--- src/design/stream_write_pkg.sv ---
// constants and types for the stream dma write command block
package stream_write_pkg;
   // command code decoded as stream dma write
   localparam logic [7:0] CMD_STREAM_DMA_WRITE = 8'h3A;
   // apb byte addresses of the task-file and side registers
   localparam logic [7:0] ADDR_FEATURE = 8'h04; // write feature, read error
   localparam logic [7:0] ADDR_SECTOR_COUNT = 8'h08;
   localparam logic [7:0] ADDR_LBA_LOW = 8'h0C;
   localparam logic [7:0] ADDR_LBA_MID = 8'h10;
   localparam logic [7:0] ADDR_LBA_HIGH = 8'h14;
   localparam logic [7:0] ADDR_DEVICE_SELECT = 8'h18;
   localparam logic [7:0] ADDR_COMMAND = 8'h1C; // write command, read status
   localparam logic [7:0] ADDR_DEVICE_CONTROL = 8'h20;
   localparam logic [7:0] ADDR_ERROR_LOG = 8'h24;
   localparam logic [7:0] ADDR_STREAM_DEFAULT = 8'h28;
   // feature byte fields
   localparam int FEAT_URGENT = 7;
   localparam int FEAT_WC = 6;
   localparam int FEAT_FLUSH = 5;
   localparam int FEAT_RESUME = 4;
   localparam int FEAT_SID_MSB = 2;
   // error register fields
   localparam int ERR_INTERFACE_CHECKSUM_ERROR = 7;
   localparam int ERR_SECTOR_NOT_FOUND = 4;
   localparam int ERR_COMMAND_ABORTED = 2;
   localparam int ERR_COMPLETION_TIMEOUT_FLAG = 0;
   // status register fields
   localparam int ST_BSY = 7;
   localparam int ST_RDY = 6;
   localparam int ST_SE = 5;
   localparam int ST_ERR = 0;
   // device control field and stream default write layout
   localparam int DEVCTL_HOB = 7;
   localparam int SDEF_SID_LSB = 8;
   // reset values
   localparam logic [7:0] TF_RESET = 8'h00;
   localparam logic [7:0] STATUS_IDLE = 8'h40;
   // timing: limit unit and clock rate
   localparam int CLK_MHZ = 250;
   localparam int US_CYCLES = CLK_MHZ; // one microsecond at 250 MHz
   localparam logic [16:0] SECTORS_ZERO = 17'h10000;
   typedef enum logic [1:0] {
      ST_IDLE = 2'b00,
      ST_XFER = 2'b01,
      ST_FLUSH = 2'b10
   } state_t;
endpackage

--- src/design/stream_dma_write_command.sv ---
// stream dma write command interpreter with apb task-file registers
`timescale 1ns/1ps
// Overview of operation
// - command code 3Ah starts stream dma write
// - sector data moves only over dma
// - carry out requested options before completion
// - write-continuous bit 6: errors never abort
// - continuous errors: full transfer, stream error set
// - continuous error kind goes to error log
// - time limit expiry stops command, busy clears
// - expiry sets completion timeout in error log
// - always try moving all data within limit
// - urgent bit 7: finish fast, within limit
// - sixteen bit count, zero means 65536
// - low three feature bits pick the stream
// - limit is previous feature times unit
// - flush bit 5 commits stream before completion
module stream_dma_write_command
   import stream_write_pkg::*;
#(
   parameter int WORDS_PER_SECTOR = 256,
   parameter int LIMIT_UNIT_US = 10,
   parameter int MIN_LIMIT_US = 100
) (
   // clock and reset
   input wire logic clk,
   input wire logic sys_rst,
   // apb slave
   input wire logic psel,
   input wire logic penable,
   input wire logic pwrite,
   input wire logic [7:0] paddr,
   input wire logic [31:0] pwdata,
   output logic [31:0] prdata,
   output logic pready,
   output logic pslverr,
   // dma data in from host, one 16-bit word per beat
   input wire logic dma_valid,
   input wire logic [15:0] dma_data,
   input wire logic dma_crc_err,
   output logic dma_ready,
   output logic dma_active,
   // media write side
   output logic media_valid,
   output logic [15:0] media_data,
   output logic [47:0] media_lba,
   output logic [2:0] media_stream,
   output logic media_urgent,
   input wire logic media_ready,
   input wire logic media_not_found,
   output logic flush_req,
   input wire logic flush_done,
   // completion pulse
   output logic cmd_done
);
   localparam int WW = $clog2(WORDS_PER_SECTOR);
   initial begin
      if (WORDS_PER_SECTOR < 2 || (1 << WW) != WORDS_PER_SECTOR)
         $error("words per sector must be a power of two");
      if (MIN_LIMIT_US < 1 || LIMIT_UNIT_US < 1)
         $error("limit unit and minimum must be positive");
   end
   // two-deep task-file bytes: [0] current, [1] previous
   logic [1:0][7:0] feat_q;
   logic [1:0][7:0] cnt_q;
   logic [1:0][7:0] lo_q;
   logic [1:0][7:0] mid_q;
   logic [1:0][7:0] hi_q;
   logic [7:0] devsel_q, devctl_q, error_q, status_q, log_q;
   logic [7:0] sdef_q [8];
   state_t state_q;
   logic [16:0] left_q;
   logic [WW-1:0] word_q;
   logic [47:0] lba_q;
   logic [23:0] limit_q, us_q;
   logic [7:0] pre_q;
   logic limit_on_q, wc_q, err_seen_q, done_q;
   logic [7:0] opt_q;
   // apb decode
   logic wr_en, mapped, high_order_byte_select, start, timeout, beat, keep, last_word;
   assign wr_en = psel && penable && pwrite;
   assign high_order_byte_select = devctl_q[DEVCTL_HOB];
   assign mapped = paddr inside {ADDR_FEATURE, ADDR_SECTOR_COUNT,
      ADDR_LBA_LOW, ADDR_LBA_MID, ADDR_LBA_HIGH, ADDR_DEVICE_SELECT,
      ADDR_COMMAND, ADDR_DEVICE_CONTROL, ADDR_ERROR_LOG,
      ADDR_STREAM_DEFAULT};
   assign pready = 1'b1;
   assign pslverr = psel && penable && !mapped;
   // task file is locked while busy
   assign start = wr_en && paddr == ADDR_COMMAND && state_q == ST_IDLE;
   // limit in microseconds: byte times unit, raised to the minimum
   function automatic logic [23:0] limit_us(input logic [7:0] val);
      logic [23:0] t;
      t = 24'(val) * 24'(LIMIT_UNIT_US);
      if (t < 24'(MIN_LIMIT_US))
         t = 24'(MIN_LIMIT_US);
      return t;
   endfunction
   // shift a two-deep byte on write
   function automatic logic [15:0] push(input logic [7:0] cur,
      input logic [7:0] nw);
      return {cur, nw};
   endfunction
   // task-file byte registers, writes ignored while busy
   always_ff @(posedge clk or posedge sys_rst) begin
      if (sys_rst) begin
         feat_q <= {2{TF_RESET}};
         cnt_q <= {2{TF_RESET}};
         lo_q <= {2{TF_RESET}};
         mid_q <= {2{TF_RESET}};
         hi_q <= {2{TF_RESET}};
         devsel_q <= TF_RESET;
      end else if (wr_en && state_q == ST_IDLE) begin
         unique case (paddr)
            ADDR_FEATURE: feat_q <= push(feat_q[0], pwdata[7:0]);
            ADDR_SECTOR_COUNT: cnt_q <= push(cnt_q[0], pwdata[7:0]);
            ADDR_LBA_LOW: lo_q <= push(lo_q[0], pwdata[7:0]);
            ADDR_LBA_MID: mid_q <= push(mid_q[0], pwdata[7:0]);
            ADDR_LBA_HIGH: hi_q <= push(hi_q[0], pwdata[7:0]);
            ADDR_DEVICE_SELECT: devsel_q <= pwdata[7:0];
            default: ;
         endcase
      end
   end
   // device control and per-stream default limits
   always_ff @(posedge clk or posedge sys_rst) begin
      if (sys_rst) begin
         devctl_q <= TF_RESET;
         for (int i = 0; i < 8; i++)
            sdef_q[i] <= TF_RESET;
      end else if (wr_en) begin
         if (paddr == ADDR_DEVICE_CONTROL)
            devctl_q <= pwdata[7:0];
         if (paddr == ADDR_STREAM_DEFAULT)
            sdef_q[pwdata[SDEF_SID_LSB+:3]] <= pwdata[7:0];
      end
   end
   // read mux, previous bytes shown while high-order select is set
   always_ff @(posedge clk or posedge sys_rst) begin
      if (sys_rst)
         prdata <= 32'h0000_0000;
      else if (psel && !penable && !pwrite) begin
         unique case (paddr)
            ADDR_FEATURE: prdata <= {24'h0, error_q};
            ADDR_SECTOR_COUNT: prdata <= {24'h0, cnt_q[high_order_byte_select]};
            ADDR_LBA_LOW: prdata <= {24'h0, lo_q[high_order_byte_select]};
            ADDR_LBA_MID: prdata <= {24'h0, mid_q[high_order_byte_select]};
            ADDR_LBA_HIGH: prdata <= {24'h0, hi_q[high_order_byte_select]};
            ADDR_DEVICE_SELECT: prdata <= {24'h0, devsel_q};
            ADDR_COMMAND: prdata <= {24'h0, status_q};
            ADDR_DEVICE_CONTROL: prdata <= {24'h0, devctl_q};
            ADDR_ERROR_LOG: prdata <= {24'h0, log_q};
            default: prdata <= 32'h0000_0000;
         endcase
      end
   end

   // microsecond prescaler and limit counter, held clear while idle
   always_ff @(posedge clk or posedge sys_rst) begin
      if (sys_rst) begin
         pre_q <= 8'h00;
         us_q <= 24'h000000;
      end else if (state_q == ST_IDLE) begin
         pre_q <= 8'h00;
         us_q <= 24'h000000;
      end else if (pre_q == 8'(US_CYCLES - 1)) begin
         pre_q <= 8'h00;
         us_q <= us_q + 24'h000001; // timed from command write
      end else
         pre_q <= pre_q + 8'h01;
   end
   assign timeout = limit_on_q && state_q != ST_IDLE && us_q >= limit_q;
   // dma beat handshake; stalls on media back-pressure and at expiry
   assign dma_active = state_q == ST_XFER; // data only by dma
   assign dma_ready = state_q == ST_XFER && (!media_valid || media_ready)
      && !timeout;
   assign beat = dma_valid && dma_ready;
   assign keep = beat && (wc_q || !(dma_crc_err || media_not_found));
   assign last_word = word_q == WW'(WORDS_PER_SECTOR - 1);
   // media word register, an errored word only passes in continuous mode
   always_ff @(posedge clk or posedge sys_rst) begin
      if (sys_rst) begin
         media_valid <= 1'b0;
         media_data <= 16'h0000;
      end else if (keep) begin
         media_valid <= 1'b1;
         media_data <= dma_data;
      end else if (media_ready)
         media_valid <= 1'b0;
   end
   // command sequencer
   always_ff @(posedge clk or posedge sys_rst) begin
      if (sys_rst) begin
         state_q <= ST_IDLE;
         left_q <= 17'h00000;
         word_q <= '0;
         lba_q <= 48'h0;
         limit_q <= 24'h000000;
         limit_on_q <= 1'b0;
         opt_q <= TF_RESET;
         wc_q <= 1'b0;
         err_seen_q <= 1'b0;
         error_q <= TF_RESET;
         status_q <= STATUS_IDLE;
         log_q <= TF_RESET;
         done_q <= 1'b0;
      end else begin
         done_q <= 1'b0;
         if (start) begin
            error_q <= TF_RESET;
            log_q <= TF_RESET;
            err_seen_q <= 1'b0;
            if (pwdata[7:0] == CMD_STREAM_DMA_WRITE) begin
               state_q <= ST_XFER;
               status_q <= STATUS_IDLE | (8'h01 << ST_BSY);
               opt_q <= feat_q[0];
               wc_q <= feat_q[0][FEAT_WC];
               // zero count means 65536 sectors
               left_q <= {cnt_q[1], cnt_q[0]} == 16'h0000 ? SECTORS_ZERO
                  : {1'b0, cnt_q[1], cnt_q[0]};
               word_q <= '0;
               lba_q <= {hi_q[1], mid_q[1], lo_q[1], hi_q[0], mid_q[0],
                  lo_q[0]};
               // previous feature byte, else stream default
               if (feat_q[1] != 8'h00) begin
                  limit_q <= limit_us(feat_q[1]);
                  limit_on_q <= 1'b1;
               end else begin
                  limit_q <= limit_us(sdef_q[feat_q[0][FEAT_SID_MSB:0]]);
                  limit_on_q <= sdef_q[feat_q[0][FEAT_SID_MSB:0]] != 8'h00;
               end
            end else begin
               error_q <= 8'h01 << ERR_COMMAND_ABORTED;
               status_q <= STATUS_IDLE | (8'h01 << ST_ERR);
               done_q <= 1'b1;
            end
         end else if (timeout) begin
            // stop at once, busy clears
            state_q <= ST_IDLE;
            log_q <= log_q | (8'h01 << ERR_COMPLETION_TIMEOUT_FLAG);
            error_q <= error_q | (8'h01 << ERR_COMPLETION_TIMEOUT_FLAG);
            status_q <= wc_q ? STATUS_IDLE | (8'h01 << ST_SE)
               : STATUS_IDLE | (8'h01 << ST_ERR);
            done_q <= 1'b1;
         end else if (state_q == ST_XFER) begin
            if (beat && (dma_crc_err || media_not_found)) begin
               if (wc_q) begin
                  // keep going, kind goes to the log only
                  err_seen_q <= 1'b1;
                  log_q <= log_q | (dma_crc_err ? 8'h01 << ERR_INTERFACE_CHECKSUM_ERROR
                     : 8'h01 << ERR_SECTOR_NOT_FOUND);
               end else begin
                  // abort at failing sector without continuous mode
                  state_q <= ST_IDLE;
                  error_q <= (dma_crc_err ? 8'h01 << ERR_INTERFACE_CHECKSUM_ERROR
                     : 8'h01 << ERR_SECTOR_NOT_FOUND) | (8'h01 << ERR_COMMAND_ABORTED);
                  status_q <= STATUS_IDLE | (8'h01 << ST_ERR);
                  done_q <= 1'b1;
               end
            end
            if (keep) begin
               word_q <= word_q + 1'b1;
               if (last_word) begin
                  lba_q <= lba_q + 48'h1;
                  left_q <= left_q - 17'h00001; // one sector moved
                  if (left_q == 17'h00001)
                     state_q <= opt_q[FEAT_FLUSH] ? ST_FLUSH : ST_IDLE;
                  if (left_q == 17'h00001 && !opt_q[FEAT_FLUSH]) begin
                     status_q <= (err_seen_q || dma_crc_err ||
                        media_not_found) ? STATUS_IDLE | (8'h01 << ST_SE)
                        : STATUS_IDLE;
                     done_q <= 1'b1;
                  end
               end
            end
         end else if (state_q == ST_FLUSH && flush_done && !media_valid) begin
            // stream committed before completion
            state_q <= ST_IDLE;
            status_q <= err_seen_q ? STATUS_IDLE | (8'h01 << ST_SE)
               : STATUS_IDLE;
            done_q <= 1'b1;
         end
      end
   end
   // media side options and completion
   assign flush_req = state_q == ST_FLUSH;
   assign media_lba = lba_q;
   assign media_stream = opt_q[FEAT_SID_MSB:0];
   assign media_urgent = opt_q[FEAT_URGENT] && state_q != ST_IDLE;
   assign cmd_done = done_q;
endmodule // stream_dma_write_command

--- config.mk ---
export PLATFORM = sky130hd
export DESIGN_NAME = stream_dma_write_command
export DESIGN_NICKNAME = d
export VERILOG_FILES = /design/src/design/stream_write_pkg.sv /design/src/design/stream_dma_write_command.sv
export SDC_FILE = /design/constraint.sdc
export NUM_CORES = 1
export LEC_CHECK = 0
export BUFFER_PORTS_ARGS = -buffer_cell sky130_fd_sc_hd__buf_2
export CAP_MARGIN = 20
export CORE_MARGIN = 4
export CORE_UTILIZATION = 25
export DETAILED_ROUTE_END_ITERATION = 10
export HOLD_SLACK_MARGIN = 0.02
export PLACE_DENSITY = 0.43
export SLEW_MARGIN = 20
export SYNTH_ARGS = -nofsm -noshare
export SYNTH_HDL_FRONTEND = slang
export SYNTH_SLANG_ARGS = --single-unit
--- constraint.sdc ---
create_clock -name clk -period 14.1 [get_ports clk]
set_input_delay 4.23 -clock clk [delete_from_list [all_inputs] [get_ports clk]]
set_output_delay 4.23 -clock clk [all_outputs]
set_load 0.01 [all_outputs]
### Yosys cells after proc, flatten, opt, wreduce, memory -nomap -nowiden

Index checks and enable logic that the tools add are counted.

| operators by class | value |
|---|---|
| add/subtract/negate cells | 5 |
| $mul | 2 |
| $lt $le $gt $ge | 7 |
| equality and inequality tests | 20 |
| muxes and demuxes | 94 |
| bitwise gates (word level) | 3 |
| reductions and logical operators | 65 |

Operator list:

| operator | count |
|---|---|
| two-way mux 8 bit | 39 |
| two-way mux 48 bit | 6 |
| two-way mux 17 bit | 7 |
| two-way mux 24 bit | 3 |
| case mux 8 bit (9 select lines) | 1 |
| bitwise mux 64 bit | 1 |
| adder 48 x 1 -> 48 bit (second input constant) | 1 |
| equality test 8 x 5 -> 1 bit (second input constant) | 4 |
| equality test 8 x 6 -> 1 bit (second input constant) | 4 |
| adder 24 x 1 -> 24 bit (second input constant) | 1 |
| binary-select mux 8 bit (select 3 bit) | 1 |
| demux 8 bit (select 3 bit) | 1 |
| greater-or-equal comparator 24 bit | 1 |
| < comparator 12 x 7 -> 1 bit (second input constant) | 2 |
| two-way mux 12 bit | 2 |
| multiplier 8 x 3 -> 11 bit (second input constant) | 2 |
| two-way mux 2 bit | 11 |
| logical AND 1 bit | 20 |
| AND reduction 2 bit | 10 |
| two-way mux 1 bit | 18 |
| two-way mux 6 bit | 3 |
| equality test 17 x 1 -> 1 bit (second input constant) | 1 |
| subtractor 17 x 1 -> 17 bit (second input constant) | 1 |
| adder 8 x 1 -> 8 bit (second input constant) | 2 |
| other kinds (26) | 54 |

| word-level totals | value |
|---|---|
| flip-flop bits (word level) | 376 |
| output and inout port bits | 107 |
| word-level logic and storage cells | 236 |

### Depth between registers and ports, before layout

| logic depth | value |
|---|---|
| depth after elaboration | 14 |
| depth in mapped cells | 14 |
| depth with buffers taken out | 12 |

### Least setup slack after synthesis

OpenSTA, ideal clock, no wires.

| timing | value |
|---|---|
| kind | input port to output port |
| from | input port paddr[2] |
| to | output port pslverr |
| arrival time | 5337 ps |
| data required time | 9870 ps |
| setup slack | 4533 ps |
| cell stages on the path | 3 |
| buffers on the path | 0 |
| cell sequence | or4b_1 -> or2_2 -> and4_1 |

| between the ends | value |
|---|---|
| longest elaborated chain between the ends | 4 |
| elaborated cells on any way between the ends | 13 |

RTL lines:

| item | line | text |
|---|---|---|
| start, declared | stream_dma_write_command.sv:32 | `input wire logic [7:0] paddr,` |
| equality test 8 x 3 -> 1 bit (tied with other cells) | stream_dma_write_command.sv:83 | `assign mapped = paddr inside {ADDR_FEATURE, ADDR_SECTOR_COUNT,` |
| nonzero test 10 bit (*) | stream_dma_write_command.sv:83 |  |
| zero test 1 bit (*) | stream_dma_write_command.sv:88 | `assign pslverr = psel && penable && !mapped;` |
| logical AND 1 bit (*) | stream_dma_write_command.sv:88 |  |
| end, declared | stream_dma_write_command.sv:36 | `output logic pslverr,` |

Every way passes the cells marked *; elsewhere a longest branch is shown, timed or not.

### Final worst setup path

Same ends and word-level chain as after synthesis.

==> results.json <==
{
  "fmax_mhz": 101,
  "worst-path-max-fanout": 5,
  "area_growth_pct": 17.4,
  "max_slew_margin": 0.268,
  "worst_hold_path_type": "flop to flop",
  "grt_pass1_wl_mm": 88.5,
  "clkPwrFrac": 0.476,
  "num_rows": 96,
  "dpl_cell_area_sq_um": 19100,
  "htreeDepth": 2,
  "hold_end": "opt_q[7]",
  "async_reset_ff_frac": 1.00,
  "antenna_found_initial": 5,
  "cts_setup_buffers": 0,
  "synthDistinctLibCells": 90,
  "die_area_sq_um": 74400,
  "setup_ws_ns": 4.16,
  "finalHoldViolations": 0,
  "worstSetupEndpointType": "primary output",
  "post-route-period-util": 0.705,
  "cpMaxStageDelayCell": "or4b_1",
  "skew_ns": 0.0296,
  "syn_avg_cell_area_sq_um": 10.6,
  "r2r_slack_ns": 9.41,
  "hold_buffers": 0,
  "wl_per_cell_um": 21.4,
  "startpoint_type": "input pin",
  "cts_tree": "yes",
  "place_hpwl_mm": 40.4,
  "drtPass1Iterations": 7,
  "p_comb_frac": 0.096,
  "r2r_cells": 12,
  "multi_input_area_sq_um": 8800,
  "die_width_um": 273,
  "io-pin-count": 173,
  "finalMaxSlewViolations": 0,
  "synthCells": 1655,
  "period_minus_slack_ns": 9.94,
  "cp.arrival_ns": 5.71,
  "seq_power_share": 0.428,
  "grt_use_total": 0.154,
  "clk_latency_ns": 0.58,
  "crit_chain": "buf_2 -> or4b_1 -> or2_2 -> and4_1 -> buf_2",
  "drc": 0,
  "die_h_um": 273,
  "drt_iter0_drc": 1266,
  "status": "finished, final reports clean",
  "clockBufferDepth": 3,
  "syn-cell-area_sq_um": 17500,
  "holdCritStartpoint": "opt_q[7]",
  "vias": 14000,
  "ys_seq_area_frac": 0.467,
  "clk_pin_slew_worst_paths_ns": 0.06,
  "drive_gt1_frac": 0.265,
  "gp_congestion": 0.831,
  "ant_nets": 0,
  "via_per_inst": 5.13,
  "ir_drop_mv": 0.0731,
  "cpPeakStageDelay_ns": 0.59,
  "critPathKind": "input pin to primary output",
  "min_path_cells": 2,
  "design.core.area_sq_um": 69100,
  "tns_ns": 0,
  "drv_cap": 0,
  "synth-seq-cells": 327,
  "intPower_w": 0.00176,
  "switching_share": 0.257,
  "grt_pass1_vias": 13600,
  "stdcell_area_sq_um": 20600,
  "rr_endpoint": "limit_q[3]",
  "start_util": 0.254,
  "finalSetupViolCount": 0,
  "regArea_sq_um": 8180,
  "cts_root_buf": "clkbuf_16",
  "nets": 1879,
  "numCtsBuffers": 40,
  "required_ns": 9.87,
  "fin_util": 0.298,
  "crit_top_cell": "buf_2",
  "grt_max_degree": 126,
  "p_sw_w": 0.000610,
  "synth_edf_count": 0,
  "synth-warning-count": 0,
  "worst_pin_slew_ns": 1.10,
  "wirelength_mm": 58.4,
  "pre_cts_slack_ns": 4.15,
  "ctsResizeCount": 0,
  "grt.overflow.total": 0,
  "p_per_area_nw_per_um2": 115,
  "r2r-start": "feat_q[1]",
  "clock-sinks": 327,
  "leakage_nw": 9.40,
  "antenna_cells": 0,
  "rsz0062_at_grt": "false",
  "io_buffers": 126,
  "fill_cells": 7219,
  "synth_flop_cell": "dfrtp_1"
}
==> per-layer routing <==
metal / up-vias / global-route usage / wire length [um]
met5: - / 0 / 34
met4: 4 / 0.0445 / 1370
met3: 90 / 0.0249 / 3630
met2: 461 / 0.235 / 26000
met1: 7087 / 0.225 / 27300
li1: 6350 / - / -
==> per-stage QoR <==
step | std cells | hold WS, ns | total power, W
finish | 2730 | 0.465 | 0.00237
global placement | 2658 | 0.456 | 0.00126
detailed placement | 2658 | 0.458 | 0.00126
global route | 2730 | 0.498 | 0.00247
floorplan | 1678 | 0.438 | 0.00117
CTS | 2730 | 0.478 | 0.00241
==> final cells by class <==
type | count | area share
clock buffers | 58 | 0.0578
clock inverters | 14 | 0.0125
inverters | 32 | 0.00620
multi-input cells | 1212 | 0.427
flip-flops and latches | 327 | 0.398
well taps | 931 | 0.0566
repair buffers | 156 | 0.0419
==> state kept, by name, summed over array words and instances, names as in the netlist, 16 cells and up <==
name and count:
cnt_q 16, sdef_q 64, feat_q 16, mid_q 16, us_q 24, left_q 17, media_data 16, media_lba 48
hi_q 16, lo_q 16
==> how the worst max path moves through the flow <==
stage	startpoint	end	slack, ns	cells past startpoint
2_1_floorplan	sys_rst	cmd_done	0.82	1
4_1_cts	paddr[2]	pslverr	4.14	5
6_report	paddr[2]	pslverr	4.16	5
3_3_place_gp	paddr[2]	pslverr	4.14	5
3_5_place_dp	paddr[2]	pslverr	4.15	5
5_1_grt	paddr[2]	pslverr	4.11	5
==> Yosys cell counts, types with 5 or more instances <==
master,instances,area (sq um)
or3_1,14,87.6
buf_1,6,22.5
buf_2,12,60.1
nor2_1,142,533
and2_1,15,93.8
o21bai_1,6,45.0
clkbuf_1,54,203
nor4_1,26,163
o22a_1,6,52.6
or2_2,7,43.8
a22oi_1,13,97.6
a31oi_1,16,100
nand4_1,38,238
nand2_1,111,417
o31ai_1,5,37.5
nor2b_1,8,50.1
or4_1,7,52.6
mux2i_1,14,140
nand3_1,62,310
ha_1,42,526
xnor2_1,18,158
o41ai_1,6,52.6
a221oi_1,14,123
dfrtp_1,326,8160
o21a_1,7,52.6
and3_1,15,93.8
o21ai_0,74,370
a211o_1,5,43.8
mux4_2,16,360
and4_1,11,96.3
inv_1,31,116
a211oi_1,6,45.0
o211ai_1,5,37.5
buf_4,33,248
xor2_1,21,184
o32ai_1,13,114
o22ai_1,21,131
a21oi_1,107,536
nor3_1,24,120
nand2b_1,5,31.3
a21o_1,7,52.6
mux2_2,197,2220
==> worst max-delay path, delay by kind of cell <==
family                 cells  cell delay (ns)
buffers and inverters      2             0.25
and+or+nand+nor            3             1.22
==> cell usage in the layout (no fill, tap or decap), types with 25 or more instances in the layout <==
cell type and n:
inv_1 30, a21oi_1 107, clkbuf_16 41, o21ai_0 74
conb_1 25, nand4_1 38, ha_1 42, nand2_1 110
mux2_2 197, nor4_1 25, nand3_1 62, dfrtp_1 326
buf_2 126, buf_4 28, nor2_1 140
==> power by group through the flow <==
stage	sequential [W]	clock [W]	combinational, W
2_1_floorplan	0.00104	0	0.000128
3_3_place_gp	0.00103	0	0.000228
3_5_place_dp	0.00103	0	0.000230
4_1_cts	0.00102	0.00116	0.000231
5_1_grt	0.00102	0.00120	0.000252
6_report	0.00102	0.00113	0.000227
==> logic make-up after synthesis <==
logic type,count (synthesis),share of synthesized area
xor+xnor,39,0.0195
compound gates,358,0.133
simple gates,519,0.154
mux,227,0.155
fa+ha+maj,44,0.0322
other cells,2,0.000428
flops,327,0.467
buf+inv,139,0.0387
(Power assumes the default switching activity.)
